`config.mk`:
```
export PLATFORM = sky130hd
export DESIGN_NAME = icar_arbiter
export DESIGN_NICKNAME = d
export VERILOG_FILES = /design/src/pkg/icar_pkg.sv /design/src/hw/icar_arbiter.sv
export SDC_FILE = /design/constraint.sdc
export NUM_CORES = 1
export LEC_CHECK = 0
export ABC_AREA = 0
export ABC_CLOCK_PERIOD_IN_PS = 1600
export BUFFER_PORTS_ARGS = -buffer_cell sky130_fd_sc_hd__buf_2
export CAP_MARGIN = 0
export CORE_UTILIZATION = 49
export CTS_CLUSTER_DIAMETER = 120
export DETAILED_ROUTE_END_ITERATION = 16
export MAX_ROUTING_LAYER = met4
export PLACE_DENSITY = 0.76
export SYNTH_ARGS = -nofsm -noshare
export SYNTH_HDL_FRONTEND = slang
export SYNTH_SLANG_ARGS = --single-unit
export TNS_END_PERCENT = 20
```
`constraint.sdc`:
```
create_clock -name mclk -period 1.6 [get_ports mclk]
set_input_delay 0.16 -clock mclk [delete_from_list [all_inputs] [get_ports mclk]]
set_output_delay 0.16 -clock mclk [all_outputs]
set_load 0.01 [all_outputs]
```
`src/pkg/icar_pkg.sv`:
```
/*
  Constants and types for the IDE channel arbiter and interrupt router.
  Assumes a single 100 MHz clock and byte-wide configuration accesses.
*/
package icar_pkg;
  localparam logic [2:0] FUNC_IDE = 3'h1;
  localparam logic [2:0] FUNC_BRIDGE = 3'h0;
  localparam logic [7:0] OFS_MODE = 8'h09;
  localparam logic [7:0] OFS_ROUTE = 8'h4a;
  localparam logic [7:0] OFS_CH0 = 8'h10;
  localparam logic [7:0] OFS_CH1 = 8'h18;
  localparam logic [7:0] MODE_RST = 8'h00;
  localparam logic [7:0] ROUTE_RST = 8'h00;
  localparam logic [7:0] CHCFG_RST = 8'h01;
  // Native-mode bits of the mode register, per channel.
  localparam int MODE_NAT0 = 0;
  localparam int MODE_NAT1 = 2;
  // Channel configuration bits.
  localparam int CH_IRQ_EN = 0;
  localparam int CH_DRV_RST = 1;
  // Routing fields and IRQ line indexes.
  localparam int RT0_LSB = 0;
  localparam int RT1_LSB = 2;
  localparam logic [1:0] IRQ10 = 2'h0;
  localparam logic [1:0] IRQ11 = 2'h1;
  localparam logic [1:0] IRQ14 = 2'h2;
  localparam logic [1:0] IRQ15 = 2'h3;

  typedef enum logic [4:0] {
    ST_IDLE = 5'h01,
    ST_PIO0 = 5'h02,
    ST_PIO1 = 5'h04,
    ST_DMA0 = 5'h08,
    ST_DMA1 = 5'h10
  } icar_state_t;

  typedef struct packed {
    logic wr;
    logic rd;
    logic [2:0] func;
    logic [7:0] offset;
    logic [7:0] wdata;
  } icar_cfg_req_t;
endpackage

```
`src/hw/icar_arbiter.sv`:
```
/*
  IDE channel arbiter with drive reset buffer and interrupt routing.
  Assumes all inputs are synchronous to mclk and that decode and DMA
  request levels are held until the access or transfer ends.
*/
`timescale 1ns/100ps
`default_nettype none
module icar_arbiter (
  input wire logic mclk,
  input wire logic reset_n,
  input wire icar_pkg::icar_cfg_req_t cfg_req,
  output logic [7:0] cfg_rdata,
  input wire logic [1:0] pio_dec,
  input wire logic [1:0] drq,
  input wire logic [1:0] fifo_nonempty,
  input wire logic bm_mem_req,
  input wire logic [1:0] drive_irq,
  input wire logic [3:0] isa_irq_in,
  output logic [1:0] data_grant,
  output logic [1:0] addr_grant,
  output logic [1:0] dack_en,
  output logic [1:0] pci_retry,
  output logic [1:0] flush_req,
  output logic [1:0] delayed_txn,
  output logic bm_grant,
  output logic ide_reset_n,
  output logic [3:0] isa_irq_out,
  output logic [1:0] native_irq_source
);
  icar_pkg::icar_state_t state, next_state, pick;
  logic [7:0] mode_reg, route_reg, next_mode, next_route;
  logic [7:0] ch_cfg [2];
  logic [7:0] next_ch_cfg [2];
  logic [7:0] next_rdata;
  logic [1:0] next_dgrant, next_agrant, next_dack, next_retry;
  logic [1:0] next_flush, next_delayed, next_native;
  logic [1:0] route_sel [2];
  logic [1:0] nat_mode;
  logic [3:0] next_irq;
  logic next_bm, next_drst_n;

  // Fixed-priority pick used whenever the bus is re-arbitrated.
  always_comb
  begin
    if (pio_dec[0]) pick = icar_pkg::ST_PIO0;
    else if (pio_dec[1]) pick = icar_pkg::ST_PIO1;
    else if (drq[0]) pick = icar_pkg::ST_DMA0;
    else if (drq[1]) pick = icar_pkg::ST_DMA1;
    else pick = icar_pkg::ST_IDLE;
  end

  // Grant state: holds until completion or a revoking PIO request.
  always_comb
  begin
    next_state = state;
    unique case (state)
      icar_pkg::ST_IDLE: next_state = pick;
      icar_pkg::ST_PIO0:
        if (!pio_dec[0]) next_state = pick;
      icar_pkg::ST_PIO1:
        if (pio_dec[0]) next_state = icar_pkg::ST_PIO0;
        else if (!pio_dec[1]) next_state = pick;
      icar_pkg::ST_DMA0:
        if (pio_dec[1]) next_state = icar_pkg::ST_PIO1;
        else if (!drq[0]) next_state = pick;
      icar_pkg::ST_DMA1:
        if (pio_dec[0]) next_state = icar_pkg::ST_PIO0;
        else if (!drq[1]) next_state = pick;
    endcase
  end

  // Bus steering, retry, flush and acknowledge, aligned with the state.
  always_comb
  begin
    next_agrant = {next_state == icar_pkg::ST_PIO1,
                   next_state == icar_pkg::ST_PIO0};
    next_dgrant = next_agrant | {next_state == icar_pkg::ST_DMA1,
                                 next_state == icar_pkg::ST_DMA0};
    next_bm = (next_state == icar_pkg::ST_IDLE) && bm_mem_req;
    next_flush = pio_dec & fifo_nonempty;
    // Acknowledge is withheld while that channel's FIFO is flushing.
    next_dack = next_dgrant & ~next_agrant & drq & ~next_flush;
    // Retry unless the channel owns the bus, FIFO empty, no DACK on.
    next_retry = pio_dec & (fifo_nonempty | {2{|dack_en}}
                 | ~next_agrant);
    next_delayed[0] = (state == icar_pkg::ST_DMA1)
                      && (next_state == icar_pkg::ST_PIO0);
    next_delayed[1] = (state == icar_pkg::ST_DMA0)
                      && (next_state == icar_pkg::ST_PIO1);
    next_drst_n = !ch_cfg[0][icar_pkg::CH_DRV_RST];
  end

  // Legacy routing code to IRQ line index, per channel.
  always_comb
  begin
    unique case (route_reg[icar_pkg::RT0_LSB +: 2])
      2'h0: route_sel[0] = icar_pkg::IRQ14;
      2'h1: route_sel[0] = icar_pkg::IRQ15;
      2'h2: route_sel[0] = icar_pkg::IRQ10;
      2'h3: route_sel[0] = icar_pkg::IRQ11;
    endcase
    unique case (route_reg[icar_pkg::RT1_LSB +: 2])
      2'h0: route_sel[1] = icar_pkg::IRQ15;
      2'h1: route_sel[1] = icar_pkg::IRQ14;
      2'h2: route_sel[1] = icar_pkg::IRQ10;
      2'h3: route_sel[1] = icar_pkg::IRQ11;
    endcase
    nat_mode = {mode_reg[icar_pkg::MODE_NAT1],
                mode_reg[icar_pkg::MODE_NAT0]};
  end

  // Per-channel native output and per-line legacy merge.
  genvar g;
  generate
    for (g = 0; g < 4; g++)
    begin : g_line
      always_comb
      begin
        next_irq[g] = isa_irq_in[g];
        for (int c = 0; c < 2; c++)
          if (!nat_mode[c] && ch_cfg[c][icar_pkg::CH_IRQ_EN]
              && route_sel[c] == 2'(g))
            next_irq[g] = isa_irq_in[g] | drive_irq[c];
      end
    end
    for (g = 0; g < 2; g++)
    begin : g_chan
      always_comb
      begin
        // Legacy source leaves the native output quiet.
        next_native[g] = nat_mode[g] && ch_cfg[g][icar_pkg::CH_IRQ_EN]
                         && drive_irq[g]
                         && isa_irq_in[route_sel[g]];
      end
    end
  endgenerate

  // Configuration writes and registered reads; unmapped reads give zero.
  always_comb
  begin
    next_mode = mode_reg;
    next_route = route_reg;
    next_ch_cfg = ch_cfg;
    next_rdata = cfg_rdata;
    if (cfg_req.wr && cfg_req.func == icar_pkg::FUNC_IDE)
    begin
      if (cfg_req.offset == icar_pkg::OFS_MODE)
        next_mode = cfg_req.wdata;
      if (cfg_req.offset == icar_pkg::OFS_CH0)
        next_ch_cfg[0] = cfg_req.wdata;
      if (cfg_req.offset == icar_pkg::OFS_CH1)
        next_ch_cfg[1] = cfg_req.wdata;
    end
    if (cfg_req.wr && cfg_req.func == icar_pkg::FUNC_BRIDGE
        && cfg_req.offset == icar_pkg::OFS_ROUTE)
      next_route = cfg_req.wdata;
    if (cfg_req.rd)
    begin
      next_rdata = 8'h00;
      if (cfg_req.func == icar_pkg::FUNC_IDE)
        unique case (cfg_req.offset)
          icar_pkg::OFS_MODE: next_rdata = mode_reg;
          icar_pkg::OFS_CH0: next_rdata = ch_cfg[0];
          icar_pkg::OFS_CH1: next_rdata = ch_cfg[1];
          default: next_rdata = 8'h00;
        endcase
      else if (cfg_req.func == icar_pkg::FUNC_BRIDGE
               && cfg_req.offset == icar_pkg::OFS_ROUTE)
        next_rdata = route_reg;
    end
  end

  // All state and outputs register here; drive reset is low in reset.
  always_ff @(posedge mclk or negedge reset_n)
  begin
    if (!reset_n)
    begin
      state <= icar_pkg::ST_IDLE;
      mode_reg <= icar_pkg::MODE_RST;
      route_reg <= icar_pkg::ROUTE_RST;
      ch_cfg[0] <= icar_pkg::CHCFG_RST;
      ch_cfg[1] <= icar_pkg::CHCFG_RST;
      cfg_rdata <= 8'h00;
      data_grant <= 2'h0;
      addr_grant <= 2'h0;
      dack_en <= 2'h0;
      pci_retry <= 2'h0;
      flush_req <= 2'h0;
      delayed_txn <= 2'h0;
      bm_grant <= 1'b0;
      ide_reset_n <= 1'b0;
      isa_irq_out <= 4'h0;
      native_irq_source <= 2'h0;
    end
    else
    begin
      state <= next_state;
      mode_reg <= next_mode;
      route_reg <= next_route;
      ch_cfg <= next_ch_cfg;
      cfg_rdata <= next_rdata;
      data_grant <= next_dgrant;
      addr_grant <= next_agrant;
      dack_en <= next_dack;
      pci_retry <= next_retry;
      flush_req <= next_flush;
      delayed_txn <= next_delayed;
      bm_grant <= next_bm;
      ide_reset_n <= next_drst_n;
      isa_irq_out <= next_irq;
      native_irq_source <= next_native;
    end
  end
endmodule
`default_nettype wire

```
* Word-level counts from Yosys, hierarchy flattened
Index checks and enable logic that the tools add are counted.
Word-level totals: bits in registers 65, latch bits 0, bits in writable memories 0, ROM bits 0, output and inout port bits 28, word-level logic and storage cells 127, memories kept 0
Cells by class: add/sub/neg operators 0, $mul 0, divide/modulo/power cells 0, order comparisons 2, equal/unequal tests 27, shift operators 0, multiplexer cells 29, bitwise operators 18, reductions and logical operators 35
Operators with widths (count):
- 5-bit 2-to-1 mux | 11
- 5-bit case mux with 5 select lines | 1
- 8-bit case mux with 3 select lines | 1
- 1-bit logical AND | 23
- 2-bit equality test, second input constant | 8
- 8-bit by 5-bit equality test with 1-bit output, second input constant | 2
- 8-bit 2-to-1 mux | 2
- 2-bit case mux with 4 select lines | 2
- 2-bit AND | 5
- 5-bit by 1-bit equality test with 1-bit output, second input constant | 2
- 5-bit by 2-bit equality test with 1-bit output, second input constant | 2
- 5-bit by 3-bit equality test with 1-bit output, second input constant | 2
- 5-bit by 4-bit equality test with 1-bit output, second input constant | 2
- 5-bit equality test, second input constant | 2
- 1-bit 2-to-1 mux | 10
- 2-bit by 1-bit equality test with 1-bit output, second input constant | 4
- 8-bit by 4-bit equality test with 1-bit output, second input constant | 1
- 8-bit by 7-bit equality test with 1-bit output, second input constant | 1
- 2-bit zero test | 4
- 1-bit OR | 8
- 2-bit by 3-bit less-than comparator with 1-bit output, second input constant | 2
- 2-bit OR | 3
- 2-bit AND reduction | 3
- 1-bit binary-select mux with 2-bit select | 2
- other kinds (5) | 8

* Depth between registers and ports, before layout
Gate-level depths: netlist of the first run.
word-level depth 12, depth in mapped cells 5

* Worst setup path after synthesis of the first run
OpenSTA, ideal clock, no wires.
path type register to register, from reg route_reg[2], to reg native_irq_source[1], setup time 0.120 ns, arrival 1.407 ns, data required time 1.480 ns, path slack 0.073 ns, cell stages (with the launch flop) 5, buffers on the path 0, path through dfrtp_1 > inv_1 > ha_1 > mux4_2 > and4_1
Between the ends: longest elaborated chain between the ends 5, elaborated cells on any way between the ends 8
Ends and longest elaborated chain:
- start: declaration | RTL line icar_arbiter.sv:31 | logic [7:0] mode_reg, route_reg, next_mode, next_route;
- start signal: assignment | RTL line icar_arbiter.sv:180 | route_reg <= icar_pkg::ROUTE_RST;
- start signal: assignment | RTL line icar_arbiter.sv:199 | route_reg <= next_route;
- 2-bit equality test, or another cell as far along | RTL line icar_arbiter.sv:102 | unique case (route_reg[icar_pkg::RT1_LSB +: 2])
- 2-bit case mux with 4 select lines (*) | RTL line icar_arbiter.sv:102
- 1-bit binary-select mux with 2-bit select (*) | RTL line icar_arbiter.sv:133 | && isa_irq_in[route_sel[g]];
- 1-bit 2-to-1 mux (implied by the code) (*) | RTL line icar_arbiter.sv:133
- 1-bit logical AND (*) | RTL line icar_arbiter.sv:133
- via next_native[1] | RTL line icar_arbiter.sv:36 | logic [1:0] next_flush, next_delayed, next_native;
- end signal: assignment | RTL line icar_arbiter.sv:211 | native_irq_source <= next_native;
- end: declaration | RTL line icar_arbiter.sv:28 | output logic [1:0] native_irq_source
The timed path passes the listed nets; every way through them passes the cells marked *. The select of a mux whose other input is x is not followed. A chain may end at the register's enable or synchronous reset.

* Worst setup path in the final report of the first run
Same ends and word-level chain as after synthesis.

==> results.py, run 1 <==
metrics = {
    "finish": {
        "top_register": "ch_cfg",
        "insertedDiodeCount": 0,
        "mostFrequentLayoutCells": "buf_2, dfrtp_1, mux2_2",
        "final_layout_size_suffix_gt1_share_pct": 45.76,
        "finish.utilization_pct": 64.35,
        "final_common_cell": "buf_2",
        "largest_reg_flops": 16,
        "area_delta_synth_final_pct": 27.35,
        "multi_input_area_mm2": 0.001241,
        "layout.nets": 366,
        "fillCellCount": 454,
        "seq_area_mm2": 0.001630,
    },
    "sta": {
        "final_max_slew_viol_count": 0,
        "period_share_pct": 95.22,
        "finalWorstSetupSlack_ns": 0.07648,
        "fmax_ghz": 0.6564,
        "tightest_slew_ns": 0.5589,
        "rsz0062_at_grt": "no",
        "relSlewSlack_pct": 62.74,
        "post-route-min-period_ns": 1.524,
        "hold_viol": 0,
        "setup_viol": 0,
        "clock_skew_ns": 0.004273,
    },
    "setup_path": {
        "crit_fanout": 2,
        "required_ns": 1.82,
        "critical_path.endpoint_type": "flip-flop",
        "rrSetupSlack_ns": 0.08,
        "crit_start": "route_reg[2]",
        "cp-start-kind": "flip-flop",
        "r2r-end": "native_irq_source[1]",
        "r2r-start": "route_reg[2]",
        "cp.arrival_ns": 1.75,
        "r2r_cells": 4,
        "worstSetupPathType": "reg -> reg",
    },
    "hold_path": {
        "holdPathStages": 2,
        "holdPathEnd": "bm_grant",
        "hp-start": "bm_mem_req",
        "hold_path_class": "in -> reg",
    },
    "cts": {
        "cts_buffers": 9,
        "root_buffer": "clkbuf_8",
        "clkSinkCount": 65,
        "clkLatencyLatePin_ns": 0.33,
        "clk_pin_slew_worst_paths_ns": 0.07,
        "htreeDepth": 3,
        "post_cts_buffers": 0,
        "cts_tree": "yes",
        "cts_buffer_depth": 2,
    },
    "synth": {
        "async_reset_ff_share_pct": 100.0,
        "synth_top_area_share_pct": 52.17,
        "synth.avg_cell_area_um2": 12.82,
        "synth_cell_types": 50,
        "netlist_area_mm2": 0.002974,
        "synth_edf_count": 0,
        "ys_seq_area_share_pct": 54.82,
        "yosysWarnings": 0,
        "synth_cells": 232,
        "ys_ff_latch": 65,
        "synth_area_leaders": "dfrtp_1, mux2_2, a221o_1, dfstp_2, inv_1",
        "yosys.area.top_type": "dfrtp_1",
        "syn_nets": 273,
        "synthFlopType": "dfrtp_1",
    },
    "placement": {
        "dp_slack_ns": -0.002681,
        "hpwlAfterDp_um": 5036,
        "gp_congestion": 0.8233,
        "portBuffers": 63,
    },
    "floorplan": {
        "start_util_pct": 50.53,
        "coreArea_mm2": 0.005886,
        "rows": 28,
        "dieArea_mm2": 0.006385,
        "io_pins": 64,
        "fp.dieW_um": 79.91,
        "die_h_um": 79.91,
    },
    "global_route": {
        "grt_max_degree": 27,
        "grt.overflow.total": 0,
        "grt_pass1_wl_um": 10930,
        "antenna_found_initial": 0,
        "grt.total_usage_pct": 23.87,
        "grt_pass1_vias": 2304,
    },
    "status": {
        "outcome": "finished clean",
    },
    "detailed_routing": {
        "route.detailed.drc": 0,
        "wl_per_cell_um": 16.73,
        "ant_nets": 0,
        "viasPerCell": 5.610,
        "totalWireLength_um": 6777,
        "drt-initial-drc-count": 134,
        "via_count": 2272,
        "firstDrtPassIters": 4,
    },
    "run": {
        "maxCapViolCount": 0,
    },
    "power": {
        "ir_drop_mv": 0.5675,
        "power_leakage_nw": 1.909,
        "power_mw": 3.424,
        "cellPowerDensity_mw_per_mm2": 904.0,
    },
}
[critical path: stages, from the launching register on]
cell and delay (ns):
dfrtp_1 0.36, inv_1 0.06, ha_1 0.29, mux4_2 0.48
and4_1 0.22
[Yosys cell counts (3+ instances only)]
cell type	number
dfrtp_1	62
mux2_2	32
inv_1	19
nor2_1	9
a221o_1	8
a22o_1	8
o22ai_1	8
and2_1	6
clkbuf_1	6
and4_1	5
ha_1	5
o21ai_0	4
a2111oi_0	3
a311o_1	3
and3_1	3
dfstp_2	3
nand3b_1	3
[worst max-delay path by stage]
stage                                      end  slack (ns)  cells past startpoint
after floorplan           native_irq_source[1]        0.07                      4
after CTS                        addr_grant[1]        0.03                      4
final                     native_irq_source[1]        0.08                      4
after detailed placement           mode_reg[0]      -0.003                      6
after global placement             mode_reg[5]        0.05                      6
after global routing      native_irq_source[1]       0.002                      6
[per-layer routing]
metal,vias up,GRT usage [%],wire length [µm]
li1,1057,-,-
met1,1130,28.36,2947
met2,69,38.46,3334
met3,16,7.429,373
met4,0,8.393,122
met5,-,-,0
[what timing repair did]
item                                    in CTS  in global routing
hold buffers                                 2                  0
resized for setup                            0                  2
endpoints found under the setup margin       0                  5
hold endpoints to repair                    18                  0
[layout make-up]
type                    count  area share [%]
clock buffers              14           4.559
clock inverters             2          0.9250
inverters                  19           1.883
multi-input cells         139           32.77
flip-flops and latches     65           43.05
well taps                  75           2.478
repair buffers             91           14.34
[per-stage QoR]
| step | hold WS (ns) | instance area [µm²] | TNS (ns) | cells |
|---|---|---|---|---|
| after floorplan | -0.1356 | 2974 | 0 | 232 |
| after global placement | 0.1771 | 3551 | 0 | 387 |
| after detailed placement | 0.1827 | 3551 | -0.005015 | 387 |
| after CTS | 0.01614 | 3779 | 0 | 405 |
| after global routing | 0.01564 | 3787 | 0 | 405 |
| final | 0.03170 | 3787 | 0 | 405 |
[power breakdown]
part           switching (mW)  total (mW)  leakage [nW]  internal (mW)
registers              0.0224        1.71         0.865           1.68
logic                   0.161       0.288         0.937          0.127
clock network           0.584        1.43         0.107          0.846
total                   0.767        3.42          1.91           2.66
[cell families after synthesis]
family | after synthesis | synth area share [%]
and+or+nand+nor | 51 | 12.16
muxes | 35 | 13.97
AOI/OAI and AO/OA | 46 | 12.62
xor gates and xnor gates | 2 | 0.5891
buffers and inverters | 28 | 3.744
DFF | 65 | 54.82
adders and majority gates | 5 | 2.103
Note: power is estimated with default switching activity, not from simulation.
==> run 2: changes to the inputs <==
--- a/config.mk
+++ b/config.mk
@@ -6,14 +6,14 @@
 export NUM_CORES = 1
 export LEC_CHECK = 0
 export ABC_AREA = 0
-export ABC_CLOCK_PERIOD_IN_PS = 1600
+export ABC_CLOCK_PERIOD_IN_PS = 1700
 export BUFFER_PORTS_ARGS = -buffer_cell sky130_fd_sc_hd__buf_2
 export CAP_MARGIN = 0
-export CORE_UTILIZATION = 49
+export CORE_UTILIZATION = 54
 export CTS_CLUSTER_DIAMETER = 120
 export DETAILED_ROUTE_END_ITERATION = 16
 export MAX_ROUTING_LAYER = met4
-export PLACE_DENSITY = 0.76
+export PLACE_DENSITY = 0.79
 export SYNTH_ARGS = -nofsm -noshare
 export SYNTH_HDL_FRONTEND = slang
 export SYNTH_SLANG_ARGS = --single-unit
==> constraint.sdc (replaced) <==
create_clock -name mclk -period 1.7 [get_ports mclk]
set_input_delay 0.17 -clock mclk [delete_from_list [all_inputs] [get_ports mclk]]
set_output_delay 0.17 -clock mclk [all_outputs]
set_load 0.01 [all_outputs]
==> run 2 against run 1 <==
Compared with the run above:
- sequential power is 6% lower
- die area is 9.0% lower
- clock power is 16% lower
- core utilization is 6.0 points higher
- cell area is 3.4% lower
- clock skew is 0.0086 ns higher
- setup slack better by 0.0082 ns
- routed wire length is 6.2% lower
- critical endpoint unchanged
- combinational power is 10% lower
- critical path type unchanged
==> results.py, run 2 (synthesis results as in run 1) <==
metrics = {
    "status": {
        "outcome": "finished clean",
    },
    "sta": {
        "rsz0062_at_grt": "no",
        "final_max_slew_viol_count": 0,
        "hold_viol": 0,
        "whs_ns": 0.03764,
        "fmax_ghz": 0.6191,
        "setup_viol": 0,
        "finalWorstSetupSlack_ns": 0.08464,
        "period_share_pct": 95.02,
        "clock_skew_ns": 0.01284,
        "relSlewSlack_pct": 63.41,
        "tightest_slew_ns": 0.5489,
        "post-route-min-period_ns": 1.615,
        "tns_ns": 0,
    },
    "finish": {
        "area_delta_synth_final_pct": 23.05,
        "layout.nets": 353,
        "final_layout_size_suffix_gt1_share_pct": 42.27,
        "final_area_mm2": 0.003660,
        "finish.utilization_pct": 70.31,
        "top_register": "ch_cfg",
        "insertedDiodeCount": 0,
        "final_common_cell": "buf_2",
        "largest_reg_flops": 16,
        "mostFrequentLayoutCells": "buf_2, dfrtp_1, mux2_2",
        "final_cells": 387,
    },
    "cts": {
        "htreeDepth": 3,
        "cts_buffers": 9,
        "ctsResizeCount": 0,
        "root_buffer": "clkbuf_8",
        "post_cts_buffers": 0,
        "cts_tree": "yes",
        "cts_buffer_depth": 2,
        "clkSinkCount": 65,
        "clkLatencyLatePin_ns": 0.34,
        "clk_pin_slew_worst_paths_ns": 0.07,
    },
    "placement": {
        "dp_cells": 369,
        "hpwlAfterDp_um": 4599,
        "portBuffers": 63,
        "gp_congestion": 0.8714,
        "placed_cell_area_mm2": 0.003460,
        "dp_slack_ns": 0.06306,
    },
    "setup_path": {
        "worstSetupPathType": "reg -> reg",
        "r2r-start": "route_reg[3]",
        "cp.arrival_ns": 1.84,
        "critical_path.endpoint_type": "flip-flop",
        "rrSetupSlack_ns": 0.08,
        "r2r-end": "native_irq_source[1]",
        "cp-start-kind": "flip-flop",
        "required_ns": 1.93,
        "crit_fanout": 4,
        "r2r_cells": 4,
    },
    "global_route": {
        "grt_max_degree": 24,
        "grt.overflow.total": 0,
        "grt_pass1_vias": 2190,
        "grt_pass1_wl_um": 10570,
        "grt.total_usage_pct": 25.14,
        "antenna_found_initial": 0,
    },
    "detailed_routing": {
        "drt-initial-drc-count": 106,
        "viasPerCell": 5.695,
        "wl_per_cell_um": 16.43,
        "via_count": 2204,
        "route.detailed.drc": 0,
        "firstDrtPassIters": 4,
        "totalWireLength_um": 6358,
        "ant_nets": 0,
    },
    "power": {
        "cellPowerDensity_mw_per_mm2": 836.4,
        "ir_drop_mv": 0.6448,
        "power_leakage_nw": 1.829,
        "power_mw": 3.061,
    },
    "hold_path": {
        "hp-start": "bm_mem_req",
        "holdPathEnd": "bm_grant",
        "hold_path_class": "in -> reg",
        "holdPathStages": 2,
    },
    "floorplan": {
        "fp.dieW_um": 76.22,
        "dieArea_mm2": 0.005809,
        "start_util_pct": 57.14,
        "rows": 26,
        "die_h_um": 76.22,
        "coreArea_mm2": 0.005205,
        "io_pins": 64,
    },
    "run": {
        "maxCapViolCount": 0,
    },
}
[run 2: how the worst max path moves through the flow]
stage | startpoint | to | slack (ns) | cells after the start
floorplan | route_reg[2] | native_irq_source[1] | 0.17 | 4
global placement | route_reg[3] | native_irq_source[1] | 0.1 | 4
detailed placement | cfg_req[10] | mode_reg[7] | 0.06 | 5
CTS | route_reg[3] | native_irq_source[1] | 0.07 | 4
global route | state[0] | pci_retry[1] | 0.01 | 4
finish | route_reg[3] | native_irq_source[1] | 0.08 | 4
[run 2: worst max-delay path, cell delays in order, from the launching register on]
cell,delay (ns)
dfrtp_1,0.39
inv_1,0.11
ha_1,0.31
mux4_2,0.49
and4_1,0.22
[run 2: cell type report]
class	count	area [µm²]
fillers	367	1545
flip-flops and latches	65	1630
well taps	70	87.58
inverters	19	71.32
clock buffers	16	180.2
repair buffers	78	457.9
multi-input cells	139	1232
[run 2: timing repair]
action                     in CTS  in global routing
hold buffers                    2                  0
setup endpoints to repair       0                  0
hold endpoints to repair       19                  0
[run 2: routing by layer]
layer  global-route usage [%]  vias to the layer above  share of wire (%)
met2                    37.30                       64                 48
met3                    6.347                       13                4.5
li1                         -                     1028                  -
met4                    12.88                        0                2.1
met1                    32.09                     1099                 46
met5                        -                        -                  0
[run 2: power by group]
part	leakage (nW)	internal, mW	total [mW]	switching (mW)
Sequential	0.865	1.58	1.60	0.0204
Combinational	0.873	0.114	0.259	0.146
Clock	0.0910	0.653	1.20	0.544
==> run 3: changes to the inputs <==
--- a/config.mk
+++ b/config.mk
@@ -7,7 +7,7 @@
 export LEC_CHECK = 0
 export ABC_AREA = 0
 export ABC_CLOCK_PERIOD_IN_PS = 1700
-export BUFFER_PORTS_ARGS = -buffer_cell sky130_fd_sc_hd__buf_2
+export BUFFER_PORTS_ARGS = -buffer_cell sky130_fd_sc_hd__buf_4
 export CAP_MARGIN = 0
 export CORE_UTILIZATION = 54
 export CTS_CLUSTER_DIAMETER = 120
==> run 3 against run 2 <==
Compared with the run above:
- combinational power grew 13%
- core utilization grew 3.1 points
- total power grew 5.7%
- non-clock buffer count shrank 2
- first-iteration DRC count grew 12%
- cell count shrank 0.52%
- routed wire length grew 0.64%
- cell area grew 4.5%
==> results.py, run 3 (synthesis results as in run 1) <==
metrics = {
    "status": {
        "outcome": "finished clean",
    },
    "floorplan": {
        "die_h_um": 76.22,
        "coreArea_mm2": 0.005205,
        "io_pins": 64,
        "rows": 26,
        "start_util_pct": 57.14,
        "dieArea_mm2": 0.005809,
        "fp.dieW_um": 76.22,
    },
    "power": {
        "p_switching_uw": 707.5,
        "pwr-share-clk_pct": 41.3,
        "power_leakage_nw": 1.870,
        "ir_drop_mv": 0.6416,
        "p_sw_share_pct": 21.87,
        "cellPowerDensity_mw_per_mm2": 846.0,
        "power_mw": 3.235,
        "p_seq_share_pct": 49.7,
        "internal-power_mw": 2.527,
        "share_comb_of_total_power_pct": 9.0,
    },
    "detailed_routing": {
        "viasPerCell": 5.712,
        "firstDrtPassIters": 4,
        "drt-initial-drc-count": 119,
        "totalWireLength_um": 6399,
        "via_count": 2199,
        "route.detailed.drc": 0,
        "ant_nets": 0,
        "wl_per_cell_um": 16.62,
    },
    "finish": {
        "finish.utilization_pct": 73.46,
        "largest_reg_flops": 16,
        "fillCellCount": 376,
        "insertedDiodeCount": 0,
        "mostFrequentLayoutCells": "buf_4, dfrtp_1, mux2_2",
        "layout.nets": 351,
        "final_common_cell": "buf_4",
        "final_layout_size_suffix_gt1_share_pct": 42.86,
        "area_delta_synth_final_pct": 28.57,
        "top_register": "ch_cfg",
    },
    "hold_path": {
        "hold_path_class": "in -> reg",
        "hp-start": "drq[1]",
    },
    "setup_path": {
        "worstSetupPathType": "reg -> reg",
        "setup.worst_path.end": "native_irq_source[1]",
        "crit_chain": "inv_1 > ha_1 > mux4_2 > and4_1",
        "cp.arrival_ns": 1.84,
        "crit_slowest_cell": "mux4_2",
        "rrSetupSlack_ns": 0.08,
        "critPathMaxStageDelay_ns": 0.49,
        "crit_start": "route_reg[2]",
        "crit_fanout": 4,
        "critical_path.endpoint_type": "flip-flop",
        "r2r_cells": 4,
        "cp-start-kind": "flip-flop",
        "required_ns": 1.92,
        "r2r-end": "native_irq_source[1]",
        "r2r-start": "route_reg[2]",
    },
    "sta": {
        "rsz0062_at_grt": "no",
        "tightest_slew_ns": 0.4627,
        "hold_viol": 0,
        "setup_viol": 0,
        "period_share_pct": 95.30,
        "fmax_ghz": 0.6172,
        "post-route-min-period_ns": 1.620,
        "relSlewSlack_pct": 68.73,
        "clock_skew_ns": 0.008752,
        "final_max_slew_viol_count": 0,
        "tns_ns": 0,
    },
    "cts": {
        "post_cts_buffers": 0,
        "clkSinkCount": 65,
        "root_buffer": "clkbuf_8",
        "clk_pin_slew_worst_paths_ns": 0.06,
        "clkLatencyLatePin_ns": 0.33,
        "cts_buffers": 9,
        "cts_buffer_depth": 2,
        "cts_tree": "yes",
        "htreeDepth": 3,
    },
    "global_route": {
        "antenna_found_initial": 0,
        "grt_pass1_wl_um": 10900,
        "grt_max_degree": 48,
        "grt.overflow.total": 0,
        "grt_pass1_vias": 2209,
        "grt.total_usage_pct": 25.18,
    },
    "placement": {
        "gp_congestion": 0.8654,
        "hpwlAfterDp_um": 4511,
        "portBuffers": 63,
    },
    "run": {
        "maxCapViolCount": 0,
    },
}
[run 3: repair_timing]
| action | in CTS | in global routing |
|---|---|---|
| hold endpoints to repair | 19 | 0 |
| resized for setup | 0 | 1 |
| hold buffers | 2 | 0 |
| endpoints found under the setup margin | 0 | 4 |
[run 3: metal layers]
| layer | part of all wire (%) | vias to the layer above | GRT usage, % | wire [µm] |
|---|---|---|---|---|
| li1 | - | 1028 | - | - |
| met1 | 44 | 1089 | 32.09 | 2836 |
| met2 | 49 | 75 | 39.01 | 3156 |
| met3 | 5.3 | 7 | 5.509 | 337 |
| met4 | 1.1 | 0 | 10.77 | 69 |
| met5 | 0 | - | - | 0 |
[run 3: worst max-delay path, delay by kind of cell, from the launching register on]
kind | cells | cell delay (ns)
muxes | 1 | 0.49
DFF | 1 | 0.39
adders and majority gates | 1 | 0.31
and+or+nand+nor | 1 | 0.21
buffers and inverters | 1 | 0.11
[run 3: worst min path at each step]
| stage | end | slack, ns | cells past startpoint |
|---|---|---|---|
| 6_report | state[0] | 0.04 | 2 |
| 3_5_place_dp | cfg_rdata[3] | 0.06 | 1 |
| 2_1_floorplan | addr_grant[0] | -0.13 | 0 |
| 3_3_place_gp | cfg_rdata[3] | 0.06 | 1 |
| 5_1_grt | state[0] | 0.03 | 2 |
| 4_1_cts | state[0] | 0.02 | 2 |
[run 3: layout make-up]
| class | count | area [µm²] | area share (%) |
|---|---|---|---|
| multi-input combinational | 139 | 1239 | 32.40 |
| sequential | 65 | 1630 | 42.64 |
| timing repair buffer | 76 | 588.1 | 15.38 |
| inverter | 19 | 71.32 | 1.865 |
| tap | 70 | 87.58 | 2.291 |
| clock inverter | 2 | 35.03 | 0.9162 |
| clock buffer | 14 | 172.7 | 4.516 |
[run 3: per-stage QoR]
stage          hold WS [ns]  area (µm²)  instances  worst slack [ns]
3_5_place_dp        0.06480        3590        367           0.08112
4_1_cts             0.01674        3817        385           0.07080
5_1_grt             0.03298        3824        385         0.0004527
3_3_place_gp        0.06050        3590        367           0.09156
6_report            0.03677        3824        385           0.07990
2_1_floorplan       -0.1256        2974        232            0.1731
[run 3: power groups by stage]
| stage | registers, mW | clock network, mW | logic, mW |
|---|---|---|---|
| after floorplan | 1.64 | 0 | 0.0957 |
| after global placement | 1.63 | 0 | 0.282 |
| after detailed placement | 1.63 | 0 | 0.288 |
| after CTS | 1.61 | 1.36 | 0.293 |
| after global routing | 1.61 | 1.44 | 0.324 |
| final | 1.61 | 1.34 | 0.293 |
